`config.mk`:
```
export PLATFORM = sky130hd
export DESIGN_NAME = phy_basic_control_register
export DESIGN_NICKNAME = d
export VERILOG_FILES = /design/src/design/delay_line.v /design/src/design/reset_sequencer.v /design/src/design/phy_basic_control_register.v
export VERILOG_INCLUDE_DIRS = /design/src /design/src/include
export SDC_FILE = /design/constraint.sdc
export NUM_CORES = 1
export LEC_CHECK = 0
export ABC_AREA = 1
export BUFFER_PORTS_ARGS = -buffer_cell sky130_fd_sc_hd__buf_2
export CORE_MARGIN = 4
export CORE_UTILIZATION = 52
export DETAILED_ROUTE_END_ITERATION = 10
export MAX_ROUTING_LAYER = met4
export PLACE_DENSITY = 0.93
export SETUP_SLACK_MARGIN = 0.5
export SYNTH_ARGS = -nofsm -noshare
export SYNTH_HDL_FRONTEND = slang
export SYNTH_SLANG_ARGS = --single-unit
```
`constraint.sdc`:
```
create_clock -name core_clk -period 3.3 [get_ports core_clk]
set_input_delay 0.33 -clock core_clk [delete_from_list [all_inputs] [get_ports core_clk]]
set_output_delay 0.33 -clock core_clk [all_outputs]
set_load 0.03 [all_outputs]
```
`src/include/phy_ctrl_map.vh`:
```
`ifndef PHY_CTRL_MAP_VH
`define PHY_CTRL_MAP_VH

// ----------------------------------------------------------------
// Register offset and bit positions
// ----------------------------------------------------------------
`define BASIC_CONTROL_ADDR 5'h00
`define BIT_RESET          15
`define BIT_LOOPBACK       14
`define BIT_RATE           13
`define BIT_AN_ENABLE      12
`define BIT_LOW_POWER      11
`define BIT_ISOLATE        10
`define BIT_AN_RESTART     9
`define BIT_DUPLEX         8
`define BIT_COL_TEST       7
`define RESERVED_MASK      16'h007F

// ----------------------------------------------------------------
// Reset values (isolate bit added from address strap)
// ----------------------------------------------------------------
`define CTRL_RESET_VALUE   16'h3000

// ----------------------------------------------------------------
// Timing
// ----------------------------------------------------------------
`define SOFT_RESET_CYCLES  16
`define COL_ASSERT_BITS    512
`define COL_DEASSERT_BITS  4
`define LOOP_DELAY_BITS    512
`define COL_DELAY_CYCLES   2

`endif

```
`src/design/delay_line.v`:
```
`include "phy_ctrl_map.vh"

// ----------------------------------------------------------------
// Fixed pipeline delay of a bus, reset to zero
// ----------------------------------------------------------------
module delay_line #(
  parameter WIDTH = 1,
  parameter DEPTH = 2
) (
  input  wire             core_clk,
  input  wire             rst,
  input  wire [WIDTH-1:0] din,
  output wire [WIDTH-1:0] dout
);

  reg [WIDTH*DEPTH-1:0] pipe_ff;

  always @(posedge core_clk) begin
    if (rst) begin
      pipe_ff <= {WIDTH*DEPTH{1'b0}};
    end else if (DEPTH > 1) begin
      pipe_ff <= {pipe_ff[WIDTH*(DEPTH-1)-1:0], din};
    end else begin
      pipe_ff <= din;
    end
  end

  assign dout = pipe_ff[WIDTH*DEPTH-1 -: WIDTH];

endmodule // delay_line

```
`src/design/reset_sequencer.v`:
```
`include "phy_ctrl_map.vh"

// ----------------------------------------------------------------
// Software reset duration counter
// ----------------------------------------------------------------
module reset_sequencer #(
  parameter CYCLES = `SOFT_RESET_CYCLES
) (
  input  wire core_clk,
  input  wire rst,
  input  wire start,
  output wire busy
);

  // Sized copy of the count so the load does not depend on a parameter part-select
  localparam [15:0] CYCLES_W = CYCLES;

  reg [15:0] count_ff;
  reg        busy_ff;

  always @(posedge core_clk) begin
    if (rst) begin
      count_ff <= 16'h0000;
      busy_ff  <= 1'b0;
    end else if (start && !busy_ff) begin
      count_ff <= CYCLES_W;
      busy_ff  <= 1'b1;
    end else if (busy_ff) begin
      if (count_ff <= 16'h0001) begin
        busy_ff <= 1'b0;
      end
      count_ff <= count_ff - 16'h0001;
    end
  end

  assign busy = busy_ff;

endmodule // reset_sequencer

```
`src/design/phy_basic_control_register.v`:
```
// Functional notes
// - Reset bit write resets registers and machines
// - Reset bit stays one, accesses blocked; the code drops writes but still answers reads
// - Loopback disables line, loops transmit to receive
// - Loopback receive valid within 512 bit times
// - Collision test keeps collision active in loopback
// - Hardware mode takes rate from strap
// - Software mode: autoneg result or rate bit
// - Hardware mode takes autoneg from strap
// - Autoneg enabled ignores rate and duplex bits
// - Low power: outputs low, line tristated
// - Low power keeps registers, clears sticky status
// - Isolate: MAC outputs high-z, inputs ignored
// - Isolate default one for address zero
// - Restart ignored while autoneg disabled
// - Restart self-clears once negotiation begins
// - Reserved bits read zero, writes ignored
// - Duplex from strap, bit, or autoneg
// - Collision test: COL follows transmit enable
`include "phy_ctrl_map.vh"

module phy_basic_control_register #(
  parameter RESET_CYCLES = `SOFT_RESET_CYCLES
) (
  input  wire        core_clk,
  input  wire        rst,
  // Management access (one-cycle strobes)
  input  wire [4:0]  reg_addr,
  input  wire        reg_wr,
  input  wire        reg_rd,
  input  wire [15:0] reg_wdata,
  output reg  [15:0] reg_rdata,
  output wire        reg_busy,
  // Straps
  input  wire [4:0]  phy_address,
  input  wire        config_source_pin,
  input  wire        rate_strap_pin,
  input  wire        autoneg_strap_pin,
  input  wire        duplex_strap_pin,
  // Autoneg engine
  input  wire        an_result_rate,
  input  wire        an_result_duplex,
  input  wire        an_started,
  output wire        an_enable,
  output wire        an_restart,
  // Status sticky bits cleared on low-power entry or software reset
  output wire        sticky_status_clear,
  output wire        soft_reset_active,
  // Resolved operating mode
  output wire        speed_100,
  output wire        full_duplex,
  // MAC side
  input  wire        mac_tx_en,
  input  wire [3:0]  mac_txd,
  input  wire        mac_tx_er,
  input  wire        line_rx_dv,
  input  wire [3:0]  line_rxd,
  input  wire        line_rx_er,
  input  wire        line_col,
  input  wire        line_crs,
  output wire        mac_rx_dv,
  output wire [3:0]  mac_rxd,
  output wire        mac_rx_er,
  output wire        mac_col,
  output wire        mac_crs,
  output wire        mac_out_en,
  // Line side
  output wire        line_tx_en,
  output wire [3:0]  line_txd,
  output wire        line_tx_er,
  output wire        line_rx_enable,
  output wire        line_col_enable,
  output wire        line_driver_tristate
);

  reg        loopback_ff;
  reg        rate_ff;
  reg        an_en_ff;
  reg        low_power_ff;
  reg        isolate_ff;
  reg        restart_ff;
  reg        duplex_ff;
  reg        col_test_ff;
  reg        reset_req_ff;
  reg        low_power_d_ff;
  reg        col_out_ff;
  reg        mac_rx_dv_ff;
  reg [3:0]  mac_rxd_ff;
  reg        mac_rx_er_ff;
  reg        mac_crs_ff;
  wire       busy;
  wire       hw_mode;
  wire       an_active;
  wire       sel;
  wire       col_tx_d;
  wire       tx_gated;
  wire       iso_eff;
  wire [15:0] ctrl_word;

  // ----------------------------------------------------------------
  // Software reset
  // ----------------------------------------------------------------
  reset_sequencer #(
    .CYCLES (RESET_CYCLES)
  ) u_seq (
    .core_clk (core_clk),
    .rst      (rst),
    .start    (reset_req_ff),
    .busy     (busy)
  );

  // Stretch the reset bit over the request cycle and the whole sequence
  assign soft_reset_active = reset_req_ff | busy;
  assign reg_busy          = soft_reset_active;
  assign sel               = (reg_addr == `BASIC_CONTROL_ADDR);

  // ----------------------------------------------------------------
  // Control register
  // ----------------------------------------------------------------
  always @(posedge core_clk) begin
    if (rst) begin
      reset_req_ff <= 1'b0;
      loopback_ff  <= 1'b0;
      rate_ff      <= 1'b1;
      an_en_ff     <= 1'b1;
      low_power_ff <= 1'b0;
      isolate_ff   <= (phy_address == 5'h00);
      restart_ff   <= 1'b0;
      duplex_ff    <= 1'b0;
      col_test_ff  <= 1'b0;
    end else if (soft_reset_active) begin
      // Defaults reloaded and writes dropped while reset runs
      reset_req_ff <= 1'b0;
      loopback_ff  <= 1'b0;
      rate_ff      <= 1'b1;
      an_en_ff     <= 1'b1;
      low_power_ff <= 1'b0;
      isolate_ff   <= (phy_address == 5'h00);
      restart_ff   <= 1'b0;
      duplex_ff    <= 1'b0;
      col_test_ff  <= 1'b0;
    end else if (reg_wr && sel) begin
      reset_req_ff <= reg_wdata[`BIT_RESET];
      loopback_ff  <= reg_wdata[`BIT_LOOPBACK];
      rate_ff      <= reg_wdata[`BIT_RATE];
      an_en_ff     <= reg_wdata[`BIT_AN_ENABLE];
      low_power_ff <= reg_wdata[`BIT_LOW_POWER];
      isolate_ff   <= reg_wdata[`BIT_ISOLATE];
      // A restart needs autoneg enabled by this same write
      restart_ff   <= restart_ff | (reg_wdata[`BIT_AN_RESTART] &
                      reg_wdata[`BIT_AN_ENABLE]);
      duplex_ff    <= reg_wdata[`BIT_DUPLEX];
      col_test_ff  <= reg_wdata[`BIT_COL_TEST];
    end else if (an_started || !an_active) begin
      restart_ff   <= 1'b0;
    end
  end

  // Isolate default after hard reset needs the strap, sampled a cycle later
  reg strap_done_ff;
  always @(posedge core_clk) begin
    if (rst) begin
      strap_done_ff <= 1'b0;
    end else begin
      strap_done_ff <= 1'b1;
    end
  end

  // ----------------------------------------------------------------
  // Read path
  // ----------------------------------------------------------------
  assign ctrl_word = {soft_reset_active, loopback_ff, rate_ff, an_en_ff,
                      low_power_ff, iso_eff, restart_ff, duplex_ff,
                      col_test_ff, 7'h00};

  always @(posedge core_clk) begin
    if (rst) begin
      reg_rdata <= 16'h0000;
    end else if (reg_rd && sel) begin
      reg_rdata <= ctrl_word & ~`RESERVED_MASK;
    end else if (reg_rd) begin
      reg_rdata <= 16'h0000;
    end
  end

  // First cycle after hard reset follows the strap directly
  assign iso_eff = strap_done_ff ? isolate_ff : (phy_address == 5'h00);

  // ----------------------------------------------------------------
  // Mode resolution
  // ----------------------------------------------------------------
  assign hw_mode     = ~config_source_pin;
  assign an_active   = hw_mode ? autoneg_strap_pin : an_en_ff;
  assign an_enable   = an_active & ~low_power_ff & ~soft_reset_active;
  assign an_restart  = restart_ff;
  // Strap in hardware mode; autoneg result or bits in software mode
  assign speed_100   = hw_mode ? rate_strap_pin :
                       (an_en_ff ? an_result_rate : rate_ff);
  assign full_duplex = hw_mode ? duplex_strap_pin :
                       (an_en_ff ? an_result_duplex : duplex_ff);

  // ----------------------------------------------------------------
  // Low power
  // ----------------------------------------------------------------
  always @(posedge core_clk) begin
    if (rst) begin
      low_power_d_ff <= 1'b0;
    end else begin
      low_power_d_ff <= low_power_ff;
    end
  end

  // Pulse on entry so status history does not survive power-down
  assign sticky_status_clear  = (low_power_ff & ~low_power_d_ff)
                              | soft_reset_active;
  assign line_driver_tristate = low_power_ff | loopback_ff;

  // ----------------------------------------------------------------
  // Data path
  // ----------------------------------------------------------------
  // Inputs from the MAC are ignored while isolated or powered down
  assign tx_gated   = mac_tx_en & ~iso_eff & ~low_power_ff;
  assign line_tx_en = tx_gated & ~loopback_ff;
  assign line_txd   = (tx_gated & ~loopback_ff) ? mac_txd : 4'h0;
  assign line_tx_er = tx_gated & ~loopback_ff & mac_tx_er;
  assign line_rx_enable  = ~loopback_ff & ~low_power_ff;
  assign line_col_enable = (~loopback_ff | col_test_ff) & ~low_power_ff;

  // Collision test echo: short pipeline well inside 512 and 4 bit times
  delay_line #(
    .WIDTH (1),
    .DEPTH (`COL_DELAY_CYCLES)
  ) u_col_delay (
    .core_clk (core_clk),
    .rst      (rst),
    .din      (tx_gated),
    .dout     (col_tx_d)
  );

  always @(posedge core_clk) begin
    if (rst || low_power_ff) begin
      mac_rx_dv_ff <= 1'b0;
      mac_rxd_ff   <= 4'h0;
      mac_rx_er_ff <= 1'b0;
      mac_crs_ff   <= 1'b0;
      col_out_ff   <= 1'b0;
    end else if (loopback_ff) begin
      // Loop returns one cycle after transmit, under 512 bit times
      mac_rx_dv_ff <= tx_gated;
      mac_rxd_ff   <= mac_txd;
      mac_rx_er_ff <= tx_gated & mac_tx_er;
      mac_crs_ff   <= tx_gated;
      col_out_ff   <= col_test_ff & col_tx_d;
    end else begin
      mac_rx_dv_ff <= line_rx_dv;
      mac_rxd_ff   <= line_rxd;
      mac_rx_er_ff <= line_rx_er;
      mac_crs_ff   <= line_crs;
      col_out_ff   <= col_test_ff ? col_tx_d : line_col;
    end
  end

  assign mac_rx_dv  = mac_rx_dv_ff;
  assign mac_rxd    = mac_rxd_ff;
  assign mac_rx_er  = mac_rx_er_ff;
  assign mac_col    = col_out_ff;
  assign mac_crs    = mac_crs_ff;
  // Output enable low means high impedance toward the MAC
  assign mac_out_en = ~iso_eff;

endmodule // phy_basic_control_register

```
# Yosys cells after proc, flatten, opt, wreduce, memory -nomap -nowiden
# Cells that the tools add are included.
classes:
  bitwise_logic: 22
  n_div: 0
  n_shift: 0
  addsub: 1
  eq_ne: 0
  n_mux: 26
  reduce_logical: 15
  n_lt_le_gt_ge: 1
  mul: 0
ops:
  columns: ["cell", "n"]
  rows:
  - ["$mux W16", 2]
  - ["$mux W1", 20]
  - ["$le A16 B1 Y1 const B", 1]
  - ["$sub A16 B1 Y16 const B", 1]
  - ["$and A1 B1 Y1", 12]
  - ["$logic_not A5 Y1", 2]
  - ["$mux W5", 2]
  - ["$mux W4", 2]
  - ["$reduce_bool A2 Y1", 3]
  - ["$not A1 Y1", 5]
  - ["$or A1 B1 Y1", 5]
  - ["$reduce_or A2 Y1", 2]
  - ["$logic_and A1 B1 Y1", 3]
  - ["$reduce_bool A3 Y1", 1]
  - ["$logic_not A1 Y1", 2]
  - ["$logic_or A1 B1 Y1", 2]
totals:
  wordCells: 86
  reg_bits: 47
  rom_bits: 0
  mem_bits_rw: 0
  out_inout_bits: 41
  latchBits: 0
  inputBits: 51
  n_memories: 0

# Logic depth before layout (Yosys ltp)
logic_depth:
  ltp_word: 7
  depth_mapped: 10
  mapped_depth_nobuf: 10

# By module
# Synthesis repeated with hierarchy kept, for this count alone.
unflattened:
  cells_unflattened: 313
  area_unflattened_um2: 2254.7
modules_own_cells:
  columns: ["module", "seq_area_each_um2", "area_each_um2", "n_inst", "cells_per_inst"]
  rows:
  - ["phy_basic_control_register", 570.5, 1297.5, 1, 167]
  - ["reset_sequencer", 340.3, 902.1, 1, 140]
  - ["delay_line", 40.0, 55.1, 1, 6]

# Worst setup path after synthesis
# OpenSTA, ideal clock, no wires.
synth_timing:
  path_type: "reg-to-output"
  start: "reg isolate_ff"
  end: "out line_tx_er"
  arrival_ns: 1.483
  n_path_buf: 0
  stages_incl_launch_ff: 5
  slack_ns: 1.487
  required_time_ns: 2.970
  path_cell_list: "edfxtp_1 -> or2_1 -> nand2_1 -> nand3_2 -> nor2_1"
synth_via:
  elab_chain_cells: 6
synth_lines:
  columns: ["element", "line_no", "source"]
  rows:
  - ["start: declaration", "phy_basic_control_register.v:80", "reg isolate_ff;"]
  - ["start signal: assignment", "phy_basic_control_register.v:127", "isolate_ff <= (phy_address == 5'h00);"]
  - ["start signal: assignment", "phy_basic_control_register.v:138", "isolate_ff <= (phy_address == 5'h00);"]
  - ["start signal: assignment", "phy_basic_control_register.v:148", "isolate_ff <= reg_wdata[`BIT_ISOLATE];"]
  - ["$mux W1", "phy_basic_control_register.v:187", "assign iso_eff = strap_done_ff ? isolate_ff : (phy_address == 5'h00);"]
  - ["$not A1 Y1", null, null]
  - ["named net mac_out_en", "phy_basic_control_register.v:66", "output wire mac_out_en,"]
  - ["$and A1 B1 Y1 (2 in a row)", "phy_basic_control_register.v:222", "assign tx_gated = mac_tx_en & ~iso_eff & ~low_power_ff;"]
  - ["$and A1 B1 Y1 (2 in a row)", "phy_basic_control_register.v:225", "assign line_tx_er = tx_gated & ~loopback_ff & mac_tx_er;"]
  - ["end: declaration", "phy_basic_control_register.v:70", "output wire line_tx_er,"]
# The timed path passes the listed nets, and every way through them passes these cells.

# Final worst setup path
layout_timing:
  start: "reg isolate_ff"
  end: "out line_tx_er"
layout_via:
  elab_chain_cells: 6
layout_lines:
  columns: ["element", "line_no"]
  rows:
  - ["$mux W1", "phy_basic_control_register.v:187"]
  - ["$not A1 Y1", "phy_basic_control_register.v:222"]
  - ["$and A1 B1 Y1 (2 in a row)", "phy_basic_control_register.v:222"]
  - ["$and A1 B1 Y1 (2 in a row)", "phy_basic_control_register.v:225"]
# No other way between the ends.

==> run_results.csv <==
group,metric,value,unit
synth,synthesis.area,0.00227,mm^2
setup_path,r2r_start,"u_seq.busy",
clock_network,cts_max_path_buffers,2,
global_routing,first_global_vias,2054,
synth,yosysUniqueCellTypes,36,
place,routabilityCongestion,0.871,
setup_path,critPathCaptureType,"primary output",
synth,ys_seq_area_frac,0.419,
run,maxCapViolations,0,
setup_path,worstSetupStartpointType,"register",
clock_network,cts_tree,"built",
global_routing,grt_overflow_total,0,
place,place_inst,426,
sta,fmax,0.524,GHz
place,pre_cts_slack,1.70,ns
layout,fin_nets,436,
setup_path,reg2reg_to,"u_seq.count_ff[7]",
sta,finalSetupViolCount,0,
min_path,hold_depth,3,
setup_path,cpMaxStageDelayCell,"edfxtp_1",
drt,vias,2151,
min_path,hp-start,"reg_wdata[13]",
clock_network,cts_num_sinks,47,
drt,viasPerCell,4.96,
synth,yosys_warnings,0,
power_and_ir_drop,power.density,416,mW/mm^2
setup_path,crit_arrival,1.58,ns
status,status,"finished clean",
floorplanning,core_region_area,0.00412,mm^2
setup_path,worstPathCellList,"or2_1 -> nand2_1 -> nand3_2 -> nor2_1 -> buf_2",
setup_path,slowest_delay,0.36,ns
synth,synth_area_leaders,"dfxtp_1 (41%), nand2_1 (10%), nor2_1 (6.6%), a21oi_1 (5.3%), inv_1 (5.3%)",
synth,synth_top_area_frac,0.406,
synth,ys_seq_elements,47,
layout,antennaDiodeCount,0,
layout,drive_gt1_frac,0.302,
layout,final_util,0.666,
drt,routedWlPerCell,11.8,um
sta,slew_viol_final,0,
setup_path,crit_fanout,6,
sta,fin_crit,1.91,ns
floorplanning,start_util,0.551,
clock_network,cts_buffers,5,
drt,routed_wl,5.11,mm
global_routing,gr-usage-all-layers,0.207,
clock_network,ctsHoldBuffers,0,
sta,timing.final.crit_share,0.578,
power_and_ir_drop,leakage,1.36,nW
clock_network,clk_pin_slew_worst_paths,0.09,ns
sta,fin_skew,0.0123,ns
sta,fin_ws,1.39,ns
clock_network,clock_latency,0.31,ns
clock_network,cts_resized,0,
clock_network,ctsHtreeMaxLevel,2,
clock_network,cts.root.buffer_cell,"clkbuf_8",
clock_network,postCtsSetupRepairBufs,0,
synth,synthCells,307,
power_and_ir_drop,max-vdd-ir-drop,0.242,mV
place,dp_hpwl,3.97,mm
setup_path,rrSetupSlack,1.86,ns
drt,drt_pass1_iterations,4,
sta,setup_tns,0,ns
floorplanning,dieHeight,74.0,um
drt,dr.first_iter.drc_count,116,
floorplanning,placementRows,23,
drt,ant_nets,0,
setup_path,cp.required,2.97,ns
sta,rsz0062_at_grt,"false",
sta,finalHoldViolCount,0,
global_routing,antenna_found_initial,0,
global_routing,grt_pass1_wl,8.63,mm
place,portBuffers,77,
floorplanning,ios,92,
layout,syn2layout_area_growth,20.8,%
synth,yosysTopAreaCell,"dfxtp_1",
layout,fin_cells,434,
floorplanning,dieWidth,74.0,um
synth,avgSynthCellArea,7.38,um^2
setup_path,critPathKind,"reg -> out",
setup_path,r2r_cells,6,
drt,drc,0,
min_path,min_to,"rate_ff",
floorplanning,die_area,0.00548,mm^2
global_routing,grt_max_degree,16,
min_path,hold_class,"in -> reg",
-- metrics by stage --
step / hold slack (ns) / area (um^2) / power [mW]
final: 0.226 / 2740 / 1.14
after global routing: 0.248 / 2740 / 1.18
after CTS: 0.220 / 2740 / 1.14
after detailed placement: 0.398 / 2630 / 0.739
after global placement: 0.394 / 2630 / 0.736
after floorplan: 0.388 / 2290 / 0.697
-- report_power, final --
part	leakage [nW]	total [mW]	internal, mW	switching (mW)
Clock	0.0514	0.414	0.226	0.188
Combinational	0.923	0.142	0.0463	0.0953
Sequential	0.384	0.584	0.580	0.00438
-- flip-flops by register name, summed over array words and instances, names as in the netlist, 2 cells and up --
register	flops
reg_rdata	9
u_seq.count_ff	16
u_col_delay.pipe_ff	2
mac_rxd	4
-- cell type report --
type                            instances  area, um^2
Inverter                               42         163
Multi-Input combinational cell        210        1070
Fill cell                             343        1380
Sequential cell                        47         951
Tap cell                               50        62.6
Timing Repair Buffer                   77         385
Clock buffer                            6        72.6
Clock inverter                          2        37.5
-- worst max-delay path by stage --
stage                         startpoint           to
after floorplan               isolate_ff   line_tx_er
final                         isolate_ff   line_tx_er
after global placement       reg_addr[3]   an_restart
after detailed placement  phy_address[3]   line_tx_er
after CTS                     isolate_ff   line_tx_er
after global routing          isolate_ff  line_txd[1]
-- Yosys cell counts, drive strengths merged --
cell    instances
inv            39
or2             1
nor3            5
a32o            2
o21ai          19
xor2            1
o21a            1
dfxtp          46
a21oi          27
o211ai          2
ha              2
nor2           51
o21bai          1
a31oi           3
nand3b          3
buf            12
clkbuf          2
xnor2           1
nand4           3
nand2          66
conb            1
clkinv          3
nand3          15
edfxtp          1
-- cell usage in the layout (no fill, tap or decap), types with 2 or more instances in the layout --
cell type | Yosys | layout
a32o_1 | 2 | 2
buf_2 | 0 | 77
inv_1 | 32 | 32
conb_1 | 1 | 7
o211ai_1 | 2 | 2
nand2_2 | 4 | 4
clkinv_2 | 2 | 2
nand3_1 | 13 | 13
nor2_1 | 40 | 40
a31oi_1 | 3 | 3
o21ai_1 | 4 | 4
o21ai_0 | 15 | 15
inv_2 | 6 | 6
clkbuf_8 | 0 | 5
nor3_1 | 5 | 5
nand3b_1 | 2 | 2
dfxtp_1 | 46 | 46
nand2_1 | 61 | 61
nand3_2 | 2 | 2
a21oi_1 | 24 | 24
nor2_4 | 6 | 6
nand4_1 | 3 | 3
a21oi_2 | 3 | 3
ha_1 | 2 | 2
nor2_2 | 5 | 5
-- worst max-delay path: cells and delay by family (launching register included) --
family | cells | cell delay (ns)
DFF | 1 | 0.36
buffers and inverters | 1 | 0.20
and+or+nand+nor | 4 | 0.71
-- cell families after synthesis --
logic type / Yosys count / share of synthesized area
AND/OR/NAND/NOR: 144 / 0.302
buffers and inverters: 56 / 0.120
AO/OA/AOI/OAI: 55 / 0.139
flip-flops: 47 / 0.419
XOR/XNOR: 2 / 0.00773
adder cells (fa/ha/maj): 2 / 0.0110
other: 1 / 0.00165
-- routing by layer --
metal,vias up,track usage,part of all wire
met5,-,-,0
met4,0,0.0724,0.011
met3,6,0.0595,0.090
met2,83,0.367,0.49
met1,954,0.219,0.41
li1,1108,-,-
No activity file was read; power rests on OpenSTA's default activity.
